**config.mk**
```make
export PLATFORM = sky130hd
export DESIGN_NAME = transfer_start_decoder
export DESIGN_NICKNAME = d
export VERILOG_FILES = /design/src/start_decode_pkg.sv /design/src/transfer_type_decoder.sv /design/src/byte_lane_decoder.sv /design/src/transfer_start_decoder.sv
export SDC_FILE = /design/constraint.sdc
export NUM_CORES = 1
export LEC_CHECK = 0
export BUFFER_PORTS_ARGS = -buffer_cell sky130_fd_sc_hd__buf_2
export CORE_MARGIN = 2
export CORE_UTILIZATION = 44
export DETAILED_ROUTE_END_ITERATION = 10
export PLACE_DENSITY = 0.73
export SLEW_MARGIN = 20
export SYNTH_ARGS = -nofsm -noshare
export SYNTH_HDL_FRONTEND = slang
export SYNTH_SLANG_ARGS = --single-unit
```
**constraint.sdc**
```tcl
create_clock -name sys_clk_in -period 5.55 [get_ports sys_clk_in]
set_input_delay 0.8325 -clock sys_clk_in [delete_from_list [all_inputs] [get_ports sys_clk_in]]
set_output_delay 0.8325 -clock sys_clk_in [all_outputs]
set_load 0.1 [all_outputs]
```
**src/start_decode_pkg.sv**
```systemverilog
// Shared constants and carrier types for the transfer start decoder.
// Assumes a single bus master, a bus that is parked on that master, and a 10 MHz bus clock.
package start_decode_pkg;

  // ------------------------------------------------------------
  // Transfer type codes, bit 4 is the first (most significant) type line
  // ------------------------------------------------------------
  localparam logic [4:0] TT_WRITE_FLUSH = 5'h02;
  localparam logic [4:0] TT_WRITE_KILL = 5'h06;
  localparam logic [4:0] TT_READ = 5'h0a;
  localparam logic [4:0] TT_READ_MODIFY = 5'h0e;

  // ------------------------------------------------------------
  // Destination areas from the two top address bits
  // ------------------------------------------------------------
  localparam logic [1:0] AREA_SRAM = 2'h0;
  localparam logic [1:0] AREA_FAST_IO = 2'h1;
  localparam logic [1:0] AREA_SLOW_IO = 2'h2;
  localparam logic [1:0] AREA_FLASH = 2'h3;

  // ------------------------------------------------------------
  // Wait timer loads, three cycles of fixed overhead already removed
  // ------------------------------------------------------------
  localparam logic [3:0] WAIT_FAST_IO = 4'h1;
  localparam logic [3:0] WAIT_SLOW_IO = 4'h9;
  localparam logic [3:0] WAIT_FLASH = 4'h3;

  // ------------------------------------------------------------
  // Transfer size codes and lane counts
  // ------------------------------------------------------------
  localparam logic [2:0] SIZE_DOUBLE = 3'h0;
  localparam logic [2:0] SIZE_BYTE = 3'h1;
  localparam logic [2:0] SIZE_HALF = 3'h2;
  localparam logic [2:0] SIZE_THREE = 3'h3;
  localparam logic [2:0] SIZE_WORD = 3'h4;
  localparam int LANE_COUNT = 8;

  // ------------------------------------------------------------
  // Last burst SRAM beat index and reset values of the flags
  // ------------------------------------------------------------
  localparam logic [1:0] SRAM_LAST_BURST_BEAT = 2'h3;
  localparam logic FLAG_IDLE_N = 1'b1;

  // Attributes of a transfer, caught at its start strobe
  typedef struct packed {
    logic [1:0] area;
    logic [2:0] lane_addr;
    logic [2:0] size;
    logic burst_n;
  } xfer_attr_t;

  // Start flags, all active low
  typedef struct packed {
    logic claim_n;
    logic error_n;
    logic write_n;
  } start_flags_t;

endpackage

```
**src/transfer_type_decoder.sv**
```systemverilog
// Decodes the five-bit transfer type into accepted and write indications.
// Assumes the type lines are stable for the whole address tenure.
`timescale 1ns/1ps
`default_nettype none
module transfer_type_decoder
  import start_decode_pkg::*;
(
  input wire logic [4:0] transfer_type_code_in,
  output logic type_accepted_out,
  output logic type_is_write_n_out
);

  logic is_write;
  logic is_read;

  // ------------------------------------------------------------
  // Only four of the 32 codes are served
  // ------------------------------------------------------------
  assign is_write = (transfer_type_code_in == TT_WRITE_FLUSH) ||
                    (transfer_type_code_in == TT_WRITE_KILL);
  assign is_read = (transfer_type_code_in == TT_READ) ||
                   (transfer_type_code_in == TT_READ_MODIFY);
  assign type_accepted_out = is_write | is_read;
  assign type_is_write_n_out = ~is_write;

endmodule
`default_nettype wire

```
**src/byte_lane_decoder.sv**
```systemverilog
// Turns low address bits, size and burst into eight active-low write strobes.
// Assumes chip selects keep unselected devices from acting on the strobes.
`timescale 1ns/1ps
`default_nettype none
module byte_lane_decoder
  import start_decode_pkg::*;
(
  input wire logic [2:0] lane_addr_in,
  input wire logic [2:0] size_in,
  input wire logic burst_n_in,
  input wire logic write_n_in,
  output logic [LANE_COUNT-1:0] byte_write_n_out
);

  logic [3:0] lane_len;
  logic [3:0] lane_end;

  // ------------------------------------------------------------
  // Lane span from size
  // ------------------------------------------------------------
  always_comb begin
    case (size_in)
      SIZE_BYTE: lane_len = 4'h1;
      SIZE_HALF: lane_len = 4'h2;
      SIZE_THREE: lane_len = 4'h3;
      SIZE_WORD: lane_len = 4'h4;
      SIZE_DOUBLE: lane_len = 4'h8;
      default: lane_len = 4'h0;
    endcase
  end

  assign lane_end = {1'b0, lane_addr_in} + lane_len;

  // Bursts move whole doublewords, so every lane takes part
  for (genvar i = 0; i < LANE_COUNT; i++) begin : g_lane
    localparam logic [3:0] IDX = 4'(i);
    logic hit;
    assign hit = ~burst_n_in || (({1'b0, lane_addr_in} <= IDX) && (IDX < lane_end));
    assign byte_write_n_out[i] = ~(hit & ~write_n_in);
  end

endmodule
`default_nettype wire

```
**src/transfer_start_decoder.sv**
```systemverilog
// Front end and cycle sequencer of a single-master memory and I/O controller.
// Assumes one bus master on a parked split-transaction bus and fast pipelined burst SRAM.
//
// Overview of operation
// Start strobe samples type, size and burst.
// Only four transfer type codes are accepted.
// Flush and kill write, the others read.
// Unsupported transfers end with bus error terminate.
// Each start raises claim or error, never both.
// Claim sets on good start, holds until acknowledge.
// Write flag follows decode while claim is active.
// Error sets on bad start, holds until acknowledge.
// Reset forces all three flags inactive high.
// Master keeps type code stable through tenure.
// Top two address bits pick the destination.
// Low address, size, burst choose byte lanes.
// Address acknowledge last, beat acknowledge per beat.
// Eight active-low byte write strobes, written lanes.
// SRAM select every access, enable on reads.
// SRAM address load before first data cycle.
// SRAM burst advance during data cycles two-four.
// Flash select every access, enable on reads.
// One I/O select per access, enable reads.
// Grant and busy signals are never watched.
// SRAM enable and load one clock after start.
// Deselect cycle with load pulse after SRAM.
// Claim and error exclusive, no restart before acknowledge.
`timescale 1ns/1ps
`default_nettype none
module transfer_start_decoder
  import start_decode_pkg::*;
(
  input wire logic sys_clk_in,
  input wire logic rst_in,
  input wire logic transfer_start_strobe_n_in,
  input wire logic [4:0] transfer_type_code_in,
  input wire logic [2:0] transfer_size_in,
  input wire logic transfer_burst_n_in,
  input wire logic [1:0] addr_area_in,
  input wire logic [2:0] addr_lane_in,
  output logic addr_ack_n_out,
  output logic beat_acknowledge_n_out,
  output logic bus_error_terminate_n_out,
  output logic [LANE_COUNT-1:0] byte_write_n_out,
  output logic sram_chip_enable_n_out,
  output logic sram_output_enable_n_out,
  output logic sram_addr_load_n_out,
  output logic sram_burst_advance_n_out,
  output logic flash_chip_select_n_out,
  output logic flash_output_enable_n_out,
  output logic [1:0] io_chip_select_n_out,
  output logic io_output_enable_n_out,
  output logic cycle_claimed_n_out,
  output logic cycle_error_n_out,
  output logic cycle_write_n_out
);

  // ------------------------------------------------------------
  // Declarations
  // ------------------------------------------------------------
  typedef enum logic [2:0] {
    ST_IDLE,
    ST_SRAM_BEAT,
    ST_SRAM_DESELECT,
    ST_SLOW_WAIT,
    ST_SLOW_DONE,
    ST_ERROR_END
  } seq_state_t;

  seq_state_t state_q;
  seq_state_t state_d;
  start_flags_t flags_q;
  xfer_attr_t attr_q;
  logic [1:0] beat_q;
  logic [1:0] beat_d;
  logic [3:0] wait_q;
  logic [3:0] wait_d;
  logic type_accepted;
  logic type_is_write_n;
  logic addr_ack;
  logic start_ok;
  logic claim_set;
  logic claim_hold;
  logic error_set;
  logic error_hold;
  logic claimed;
  logic in_sram;
  logic is_read;
  logic sram_last_beat;
  logic [3:0] wait_load;

  // ------------------------------------------------------------
  // Type decode
  // ------------------------------------------------------------
  transfer_type_decoder u_type_dec (
    .transfer_type_code_in(transfer_type_code_in),
    .type_accepted_out(type_accepted),
    .type_is_write_n_out(type_is_write_n)
  );

  // ------------------------------------------------------------
  // Start detection
  // ------------------------------------------------------------
  // No grant or busy inputs exist: the bus is parked on the one master
  // and a start strobe alone opens a cycle.
  // A start that lands while a cycle is still open is ignored; it would
  // otherwise let claim and error overlap.
  assign start_ok = ~transfer_start_strobe_n_in &
                    ~(claim_hold | error_hold);
  assign claim_hold = ~flags_q.claim_n & ~addr_ack;
  assign error_hold = ~flags_q.error_n & ~addr_ack;
  assign claim_set = (start_ok & type_accepted) | claim_hold;
  assign error_set = (start_ok & ~type_accepted) | error_hold;

  // One process owns the whole flag word, so it has a single driver
  always_ff @(posedge sys_clk_in or posedge rst_in) begin
    if (rst_in) begin
      flags_q.claim_n <= FLAG_IDLE_N;
      flags_q.write_n <= FLAG_IDLE_N;
      flags_q.error_n <= FLAG_IDLE_N;
    end else begin
      if (claim_set) begin
        flags_q.claim_n <= 1'b0;
        // Reloaded every held cycle; safe only because the type code
        // does not move during the address tenure.
        flags_q.write_n <= type_is_write_n;
      end else begin
        flags_q.claim_n <= 1'b1;
        flags_q.write_n <= 1'b1;
      end
      flags_q.error_n <= ~error_set;
    end
  end

  // ------------------------------------------------------------
  // Transfer attributes caught at the start strobe
  // ------------------------------------------------------------
  always_ff @(posedge sys_clk_in or posedge rst_in) begin
    if (rst_in) begin
      attr_q <= '0;
    end else if (start_ok) begin
      attr_q.area <= addr_area_in;
      attr_q.lane_addr <= addr_lane_in;
      attr_q.size <= transfer_size_in;
      attr_q.burst_n <= transfer_burst_n_in;
    end
  end

  assign claimed = ~flags_q.claim_n;
  assign is_read = flags_q.write_n;
  // A cycle claimed during the deselect must not enable the SRAM then
  assign in_sram = claimed && (attr_q.area == AREA_SRAM) && (state_q != ST_SRAM_DESELECT);

  // ------------------------------------------------------------
  // Byte lanes
  // ------------------------------------------------------------
  // Strobes follow the write flag only; the chip selects keep
  // unaddressed devices from acting on them.
  byte_lane_decoder u_lane_dec (
    .lane_addr_in(attr_q.lane_addr),
    .size_in(attr_q.size),
    .burst_n_in(attr_q.burst_n),
    .write_n_in(flags_q.write_n),
    .byte_write_n_out(byte_write_n_out)
  );

  // ------------------------------------------------------------
  // Chip selects and output enables
  // ------------------------------------------------------------
  always_comb begin
    sram_chip_enable_n_out = ~in_sram;
    sram_output_enable_n_out = ~(in_sram & is_read);
    flash_chip_select_n_out = ~(claimed && (attr_q.area == AREA_FLASH));
    flash_output_enable_n_out = ~(claimed && (attr_q.area == AREA_FLASH) && is_read);
    io_chip_select_n_out[0] = ~(claimed && (attr_q.area == AREA_FAST_IO));
    io_chip_select_n_out[1] = ~(claimed && (attr_q.area == AREA_SLOW_IO));
    io_output_enable_n_out = ~(claimed && is_read &&
                               ((attr_q.area == AREA_FAST_IO) || (attr_q.area == AREA_SLOW_IO)));
  end

  // ------------------------------------------------------------
  // Wait timer load per area
  // ------------------------------------------------------------
  always_comb begin
    case (attr_q.area)
      AREA_FAST_IO: wait_load = WAIT_FAST_IO;
      AREA_SLOW_IO: wait_load = WAIT_SLOW_IO;
      AREA_FLASH: wait_load = WAIT_FLASH;
      default: wait_load = 4'h0;
    endcase
  end

  // ------------------------------------------------------------
  // Cycle sequencer
  // ------------------------------------------------------------
  // Flash and I/O never burst; a burst request to them still ends
  // after one beat, which the master must not issue.
  assign sram_last_beat = attr_q.burst_n || (beat_q == SRAM_LAST_BURST_BEAT);

  always_comb begin
    state_d = state_q;
    beat_d = beat_q;
    wait_d = wait_q;
    case (state_q)
      ST_IDLE: begin
        beat_d = 2'h0;
        if (!flags_q.error_n) begin
          state_d = ST_ERROR_END;
        end else if (in_sram) begin
          state_d = ST_SRAM_BEAT;
        end else if (claimed) begin
          wait_d = wait_load;
          state_d = ST_SLOW_WAIT;
        end
      end
      ST_SRAM_BEAT: begin
        if (sram_last_beat) begin
          state_d = ST_SRAM_DESELECT;
        end else begin
          beat_d = beat_q + 2'h1;
        end
      end
      ST_SRAM_DESELECT: begin
        state_d = ST_IDLE;
      end
      ST_SLOW_WAIT: begin
        if (wait_q == 4'h0) begin
          state_d = ST_SLOW_DONE;
        end else begin
          wait_d = wait_q - 4'h1;
        end
      end
      ST_SLOW_DONE: begin
        state_d = ST_IDLE;
      end
      ST_ERROR_END: begin
        state_d = ST_IDLE;
      end
      default: begin
        state_d = ST_IDLE;
      end
    endcase
  end

  always_ff @(posedge sys_clk_in or posedge rst_in) begin
    if (rst_in) begin
      state_q <= ST_IDLE;
    end else begin
      state_q <= state_d;
    end
  end

  always_ff @(posedge sys_clk_in or posedge rst_in) begin
    if (rst_in) begin
      beat_q <= 2'h0;
      wait_q <= 4'h0;
    end else begin
      beat_q <= beat_d;
      wait_q <= wait_d;
    end
  end

  // ------------------------------------------------------------
  // Bus handshakes and SRAM strobes
  // ------------------------------------------------------------
  always_comb begin
    addr_ack = 1'b0;
    beat_acknowledge_n_out = 1'b1;
    bus_error_terminate_n_out = 1'b1;
    sram_burst_advance_n_out = 1'b1;
    sram_addr_load_n_out = 1'b1;
    case (state_q)
      ST_IDLE: begin
        sram_addr_load_n_out = ~(in_sram & flags_q.error_n);
      end
      ST_SRAM_BEAT: begin
        beat_acknowledge_n_out = 1'b0;
        addr_ack = sram_last_beat;
        sram_burst_advance_n_out = ~(~attr_q.burst_n && (beat_q != 2'h0));
      end
      ST_SRAM_DESELECT: begin
        // Writes cannot be stopped by the output enable, so the SRAM
        // is told to stop by a load with its enable off.
        sram_addr_load_n_out = 1'b0;
      end
      ST_SLOW_DONE: begin
        beat_acknowledge_n_out = 1'b0;
        addr_ack = 1'b1;
      end
      ST_ERROR_END: begin
        bus_error_terminate_n_out = 1'b0;
        addr_ack = 1'b1;
      end
      default: begin
        addr_ack = 1'b0;
      end
    endcase
  end

  assign addr_ack_n_out = ~addr_ack;

  // ------------------------------------------------------------
  // Status
  // ------------------------------------------------------------
  assign cycle_claimed_n_out = flags_q.claim_n;
  assign cycle_error_n_out = flags_q.error_n;
  assign cycle_write_n_out = flags_q.write_n;

endmodule
`default_nettype wire

```
# Word level (Yosys, flattened, before mapping)
# Index checks and enable logic that the tools add are counted.
# totals
regBits	21
output_inout_bits	23
wordCells	162
# classes
addsub	3
order_cmp	15
eq_ne	26
mux	22
bitwise_logic	46
reduce_logical	40
# ops
cell	n
1-bit NOT	27
4-bit one-hot mux with 5 select lines	1
1-bit logical AND	16
3-bit by 4-bit less-than comparator with 1-bit output, first input constant	4
4-bit two-way mux	4
1-bit AND	15
3-bit two-way mux	5
2-bit != test, second input constant	7
3-bit by 2-bit equality test with 1-bit output, second input constant	4
1-bit logical OR	12
4-bit one-hot mux with 3 select lines	1
5-bit by 4-bit equality test with 1-bit output, second input constant	2
3-bit equality test, second input constant	3
3-bit <= comparator, second input constant	3
3-bit one-hot mux with 3 select lines	1
1-bit by 4-bit less-than comparator with 1-bit output, first input constant	2
2-bit by 4-bit less-than comparator with 1-bit output, first input constant	2
4-bit one-hot mux with 2 select lines	1
2-bit equality test, second input constant	3
3-bit by 1-bit equality test with 1-bit output, second input constant	2
3-bit by 1-bit <= comparator with 1-bit output, second input constant	2
3-bit by 2-bit <= comparator with 1-bit output, second input constant	2
3-bit zero test	2
2-bit nonzero test	3
other kinds (19)	28

# Depth between registers and ports, before layout
# logic_depth
ltp_word	11
mapped_depth	7

# Modules after synthesis
# From an unflattened synthesis, not the netlist that was laid out.
# unflattened
hier_cells	154
area_unflattened_um2	1532.7
# modules_own_cells
module	instances	cells_each	area_per_inst_um2	seq_area_each_um2
transfer_start_decoder	1	115	1214.9	529.3
byte_lane_decoder	1	37	300.3	0.0
transfer_type_decoder	1	2	17.5	0.0

# Least setup slack after synthesis
# No wires, ideal clock.
# synth_timing
path_kind	reg2out
startpoint	register attr_q[3] in the netlist's numbering
endpoint	output byte_write_n_out[0]
arrival_time_ps	3749
required_time_ps	4718
slack_ps	969
stages_incl_launch_ff	8
cell_sequence	dfrtp_1 -> nor2b_1 -> ha_1 -> inv_1 -> fa_1 -> xor2_1 -> o21ai_0 -> o31ai_1
# synth_between
elab_chain_cells	8
# synth_rtl
item	line_no	source
start: declaration	transfer_start_decoder.sv:73	xfer_attr_t attr_q;
3-bit equality test (tied with other cells)	byte_lane_decoder.sv:22	case (size_in)
4-bit one-hot mux with 5 select lines *	byte_lane_decoder.sv:22	
3-bit by 4-bit adder with 4-bit output *	byte_lane_decoder.sv:32	assign lane_end = {1'b0, lane_addr_in} + lane_len;
1-bit by 4-bit less-than comparator with 1-bit output *	byte_lane_decoder.sv:38	assign hit = ~burst_n_in || (({1'b0, lane_addr_in} <= IDX) && (IDX < lane_end));
1-bit logical AND *	byte_lane_decoder.sv:38	
1-bit logical OR *	byte_lane_decoder.sv:38	
1-bit AND *	byte_lane_decoder.sv:39	assign byte_write_n_out[i] = ~(hit & ~write_n_in);
1-bit NOT *	byte_lane_decoder.sv:39	
end: declaration	transfer_start_decoder.sv:44	output logic [LANE_COUNT-1:0] byte_write_n_out,
# Every way passes the cells marked *; elsewhere a longest branch is shown, timed or not.

# Worst setup path in the final report
# Ends and elaborated chain as after synthesis.

==> flow_summary_export.csv <==
group,metric,value,unit
yosys,synth_area,1499,um^2
clock_network,clk_pin_slew_worst_paths,0.11,ns
critical_path,crit_path_max_fanout,5,
timing,rsz0062_at_grt,"no",
yosys,synth_area_leaders,"dfrtp_1 30%, ha_1 8.3%, mux2_2 6.8%",
clock_network,clkSinkCount,21,
critical_path,cp-end-kind,"output pin",
route,post_drt_wl_per_cell,11.83,um
yosys,yosys_warnings,0,
timing,clock.fmax,290.1,MHz
global_routing,via_count_of_the_first_global_routing_pass,1172,
route,detailroute.via_count,1249,
timing,layout_min_cycle_time,3.448,ns
worst_hold_path,timing.hold.worst.class,"reg2reg",
clock_network,clock-root-buffer,"clkbuf_4",
timing,tns,0,ns
route,ant_nets,0,
route,via_per_inst,5.098,
die,die_h,62.37,um
die,design.portCount,40,
yosys,synth_enable_flop_cells,0,
clock_network,hold_buffers,0,
cells_and_area,nets,228,
route,first_pass_iters,4,
cells_and_area,post_route_cells_drive_above_1_share,31.66,%
placement,detailed_place_hpwl,2.250,mm
placement,numPortBuffers,38,
yosys,post_synthesis_instance_total,164,
timing,slew_headroom,45.81,%
cells_and_area,final_core_utilization,52.46,%
cells_and_area,fillerInstances,341,
global_routing,grt_max_degree,22,
cells_and_area,areaGrowthSynthToFinish,15.86,%
critical_path,critical_path.cell_chain,"nor2b_1 -> ha_1 -> inv_1 -> fa_1 -> xor2_1 -> o21ai_0 -> o31ai_1 -> buf_2",
global_routing,gr-total-overflow,0,
timing,final_min_period_over_clock_period,62.12,%
clock_network,cts_repair_resize_count,0,
route,drc,0,
yosys,synthesis.nets,192,
timing,timing.final.hold_violations,0,
yosys,ys.flop_type,"dfrtp_1",
timing,tightestPinTransition,0.8119,ns
critical_path,startpoint_class,"flop",
placement,place.gp.congestion,0.7670,
critical_path,worstPathArrival,2.62,ns
route,initialDrtViolationCount,26,
yosys,yosysTopAreaCellShare,30.05,%
cells_and_area,ff_latch_area,529.3,um^2
status,status,"complete, no violations",
die,core_area,3311,um^2
clock_network,cts_inserted_buffers,3,
clock_network,cts-root-to-sink-buffers,2,
critical_path,worst-setup-path-type,"reg2out",
clock_network,cts_htree_levels,1,
cells_and_area,area_of_the_multi_input_gates,862.1,um^2
yosys,synth_top_cell_by_area,"dfrtp_1",
clock_network,cts_setup_buffers,0,
die,fp-row-count,21,
cells_and_area,mostFrequentLayoutCell,"buf_2",
route,drt-total-wl,2.899,mm
critical_path,delay_of_the_slowest_cell_on_the_worst_path,0.46,ns
global_routing,wire_length_of_the_first_global_routing_pass,4.981,mm
cells_and_area,antenna_cells,0,
die,die_width,62.37,um
timing,maxSlewViolCount,0,
yosys,register_bit_total_from_synthesis,21,
yosys,synth.distinct_cells,45,
clock_network,clock_latency,0.29,ns
die,design.die.area,3889,um^2
timing,setup_viols_final,0,
timing,layout_skew,0.001752,ns
flow_run,drv.max_cap_violation_count,0,
yosys,seq_area_frac_synth,35.31,%
die,initial_core_util,45.28,%
global_routing,antenna_found_initial,0,
critical_path,cp.required,4.72,ns
yosys,synth_async_sr_flop_share,100.0,%
global_routing,grt_use_total,15.35,%
critical_path,cell_with_the_largest_stage_delay_on_the_worst_path,"buf_2",
clock_network,tritoncts,"built",
cells_and_area,mostFrequentLayoutCells,"38 x buf_2, 19 x inv_1, 18 x dfrtp_1",
yosys,avgSynthCellArea,9.140,um^2
cell families after synthesis:
| group | count (synthesis) | synth area share, % |
|---|---|---|
| xor+xnor | 3 | 1.753 |
| simple gates | 55 | 21.20 |
| fa+ha+maj | 11 | 9.683 |
| buf+inv | 26 | 7.178 |
| flops | 21 | 35.31 |
| compound gates | 38 | 17.11 |
| mux | 10 | 7.763 |
cell usage after synthesis (2+ instances only):
cell type / n
inv_1: 19
dfrtp_1: 18
nor2_1: 14
o21ai_0: 12
ha_1: 10
mux2_2: 9
a21oi_1: 8
nand2_1: 7
nand2b_1: 5
nor3b_1: 5
clkbuf_1: 4
nand3_1: 4
nor3_1: 4
a31oi_1: 3
dfstp_2: 3
nand3b_1: 3
or3_1: 3
a21o_1: 2
a22o_1: 2
buf_2: 2
or2_2: 2
xor2_1: 2
stage by stage:
| step | instance area [um^2] | instances | hold slack [ns] | worst slack [ns] |
|---|---|---|---|---|
| 3_3_place_gp | 1710 | 241 | 0.5267 | 2.425 |
| 5_1_grt | 1737 | 245 | 0.5904 | 1.871 |
| 6_report | 1737 | 245 | 0.5516 | 2.102 |
| 3_5_place_dp | 1710 | 241 | 0.5277 | 2.409 |
| 2_1_floorplan | 1499 | 164 | 0.5000 | 0.9685 |
| 4_1_cts | 1737 | 245 | 0.5549 | 2.072 |
sequential cells by signal (all words and copies together) (netlist names):
signal and count:
attr_q 9, beat_q 2, cycle_claimed_n_out 1, cycle_error_n_out 1, cycle_write_n_out 1, state_q 3, wait_q 4
per-layer routing:
metal	vias up	global-route usage (%)	wire [um]
met3	2	2.536	154
met5	-	0	0
met2	28	26.90	1392
li1	642	-	-
met1	577	20.00	1337
met4	0	3.333	13
final cells by class:
type	count	share of cell area (%)
Multi-Input combinational cell	117	49.64
Tap cell	46	3.314
Inverter	19	4.107
Sequential cell	21	30.48
Timing Repair Buffer	38	10.95
Clock buffer	4	1.513
worst max-delay path: cells and delay by family, from the launching register on:
family | cells | cell delay [ns]
AOI/OAI and AO/OA | 2 | 0.41
xor gates and xnor gates | 1 | 0.30
adders and majority gates | 2 | 0.55
buffers and inverters | 2 | 0.51
and+or+nand+nor | 1 | 0.13
DFF | 1 | 0.42
final timing paths:
path	from	to	slack, ns	cells past startpoint
worst min register to register	beat_q[1]	beat_q[1]	0.55	1
min in group asynchronous	rst_in	attr_q[7]	0.67	2
max in group asynchronous	rst_in	attr_q[0]	4.37	2
worst max register to register	state_q[0]	attr_q[0]	3.59	5
worst min-delay path	beat_q[1]	beat_q[1]	0.55	1
worst max-delay path	attr_q[3]	byte_write_n_out[0]	2.10	8
Power is left out: the tool's default activity adds up to more than one toggle a clock period on the data nets, which glitch-free logic cannot reach.
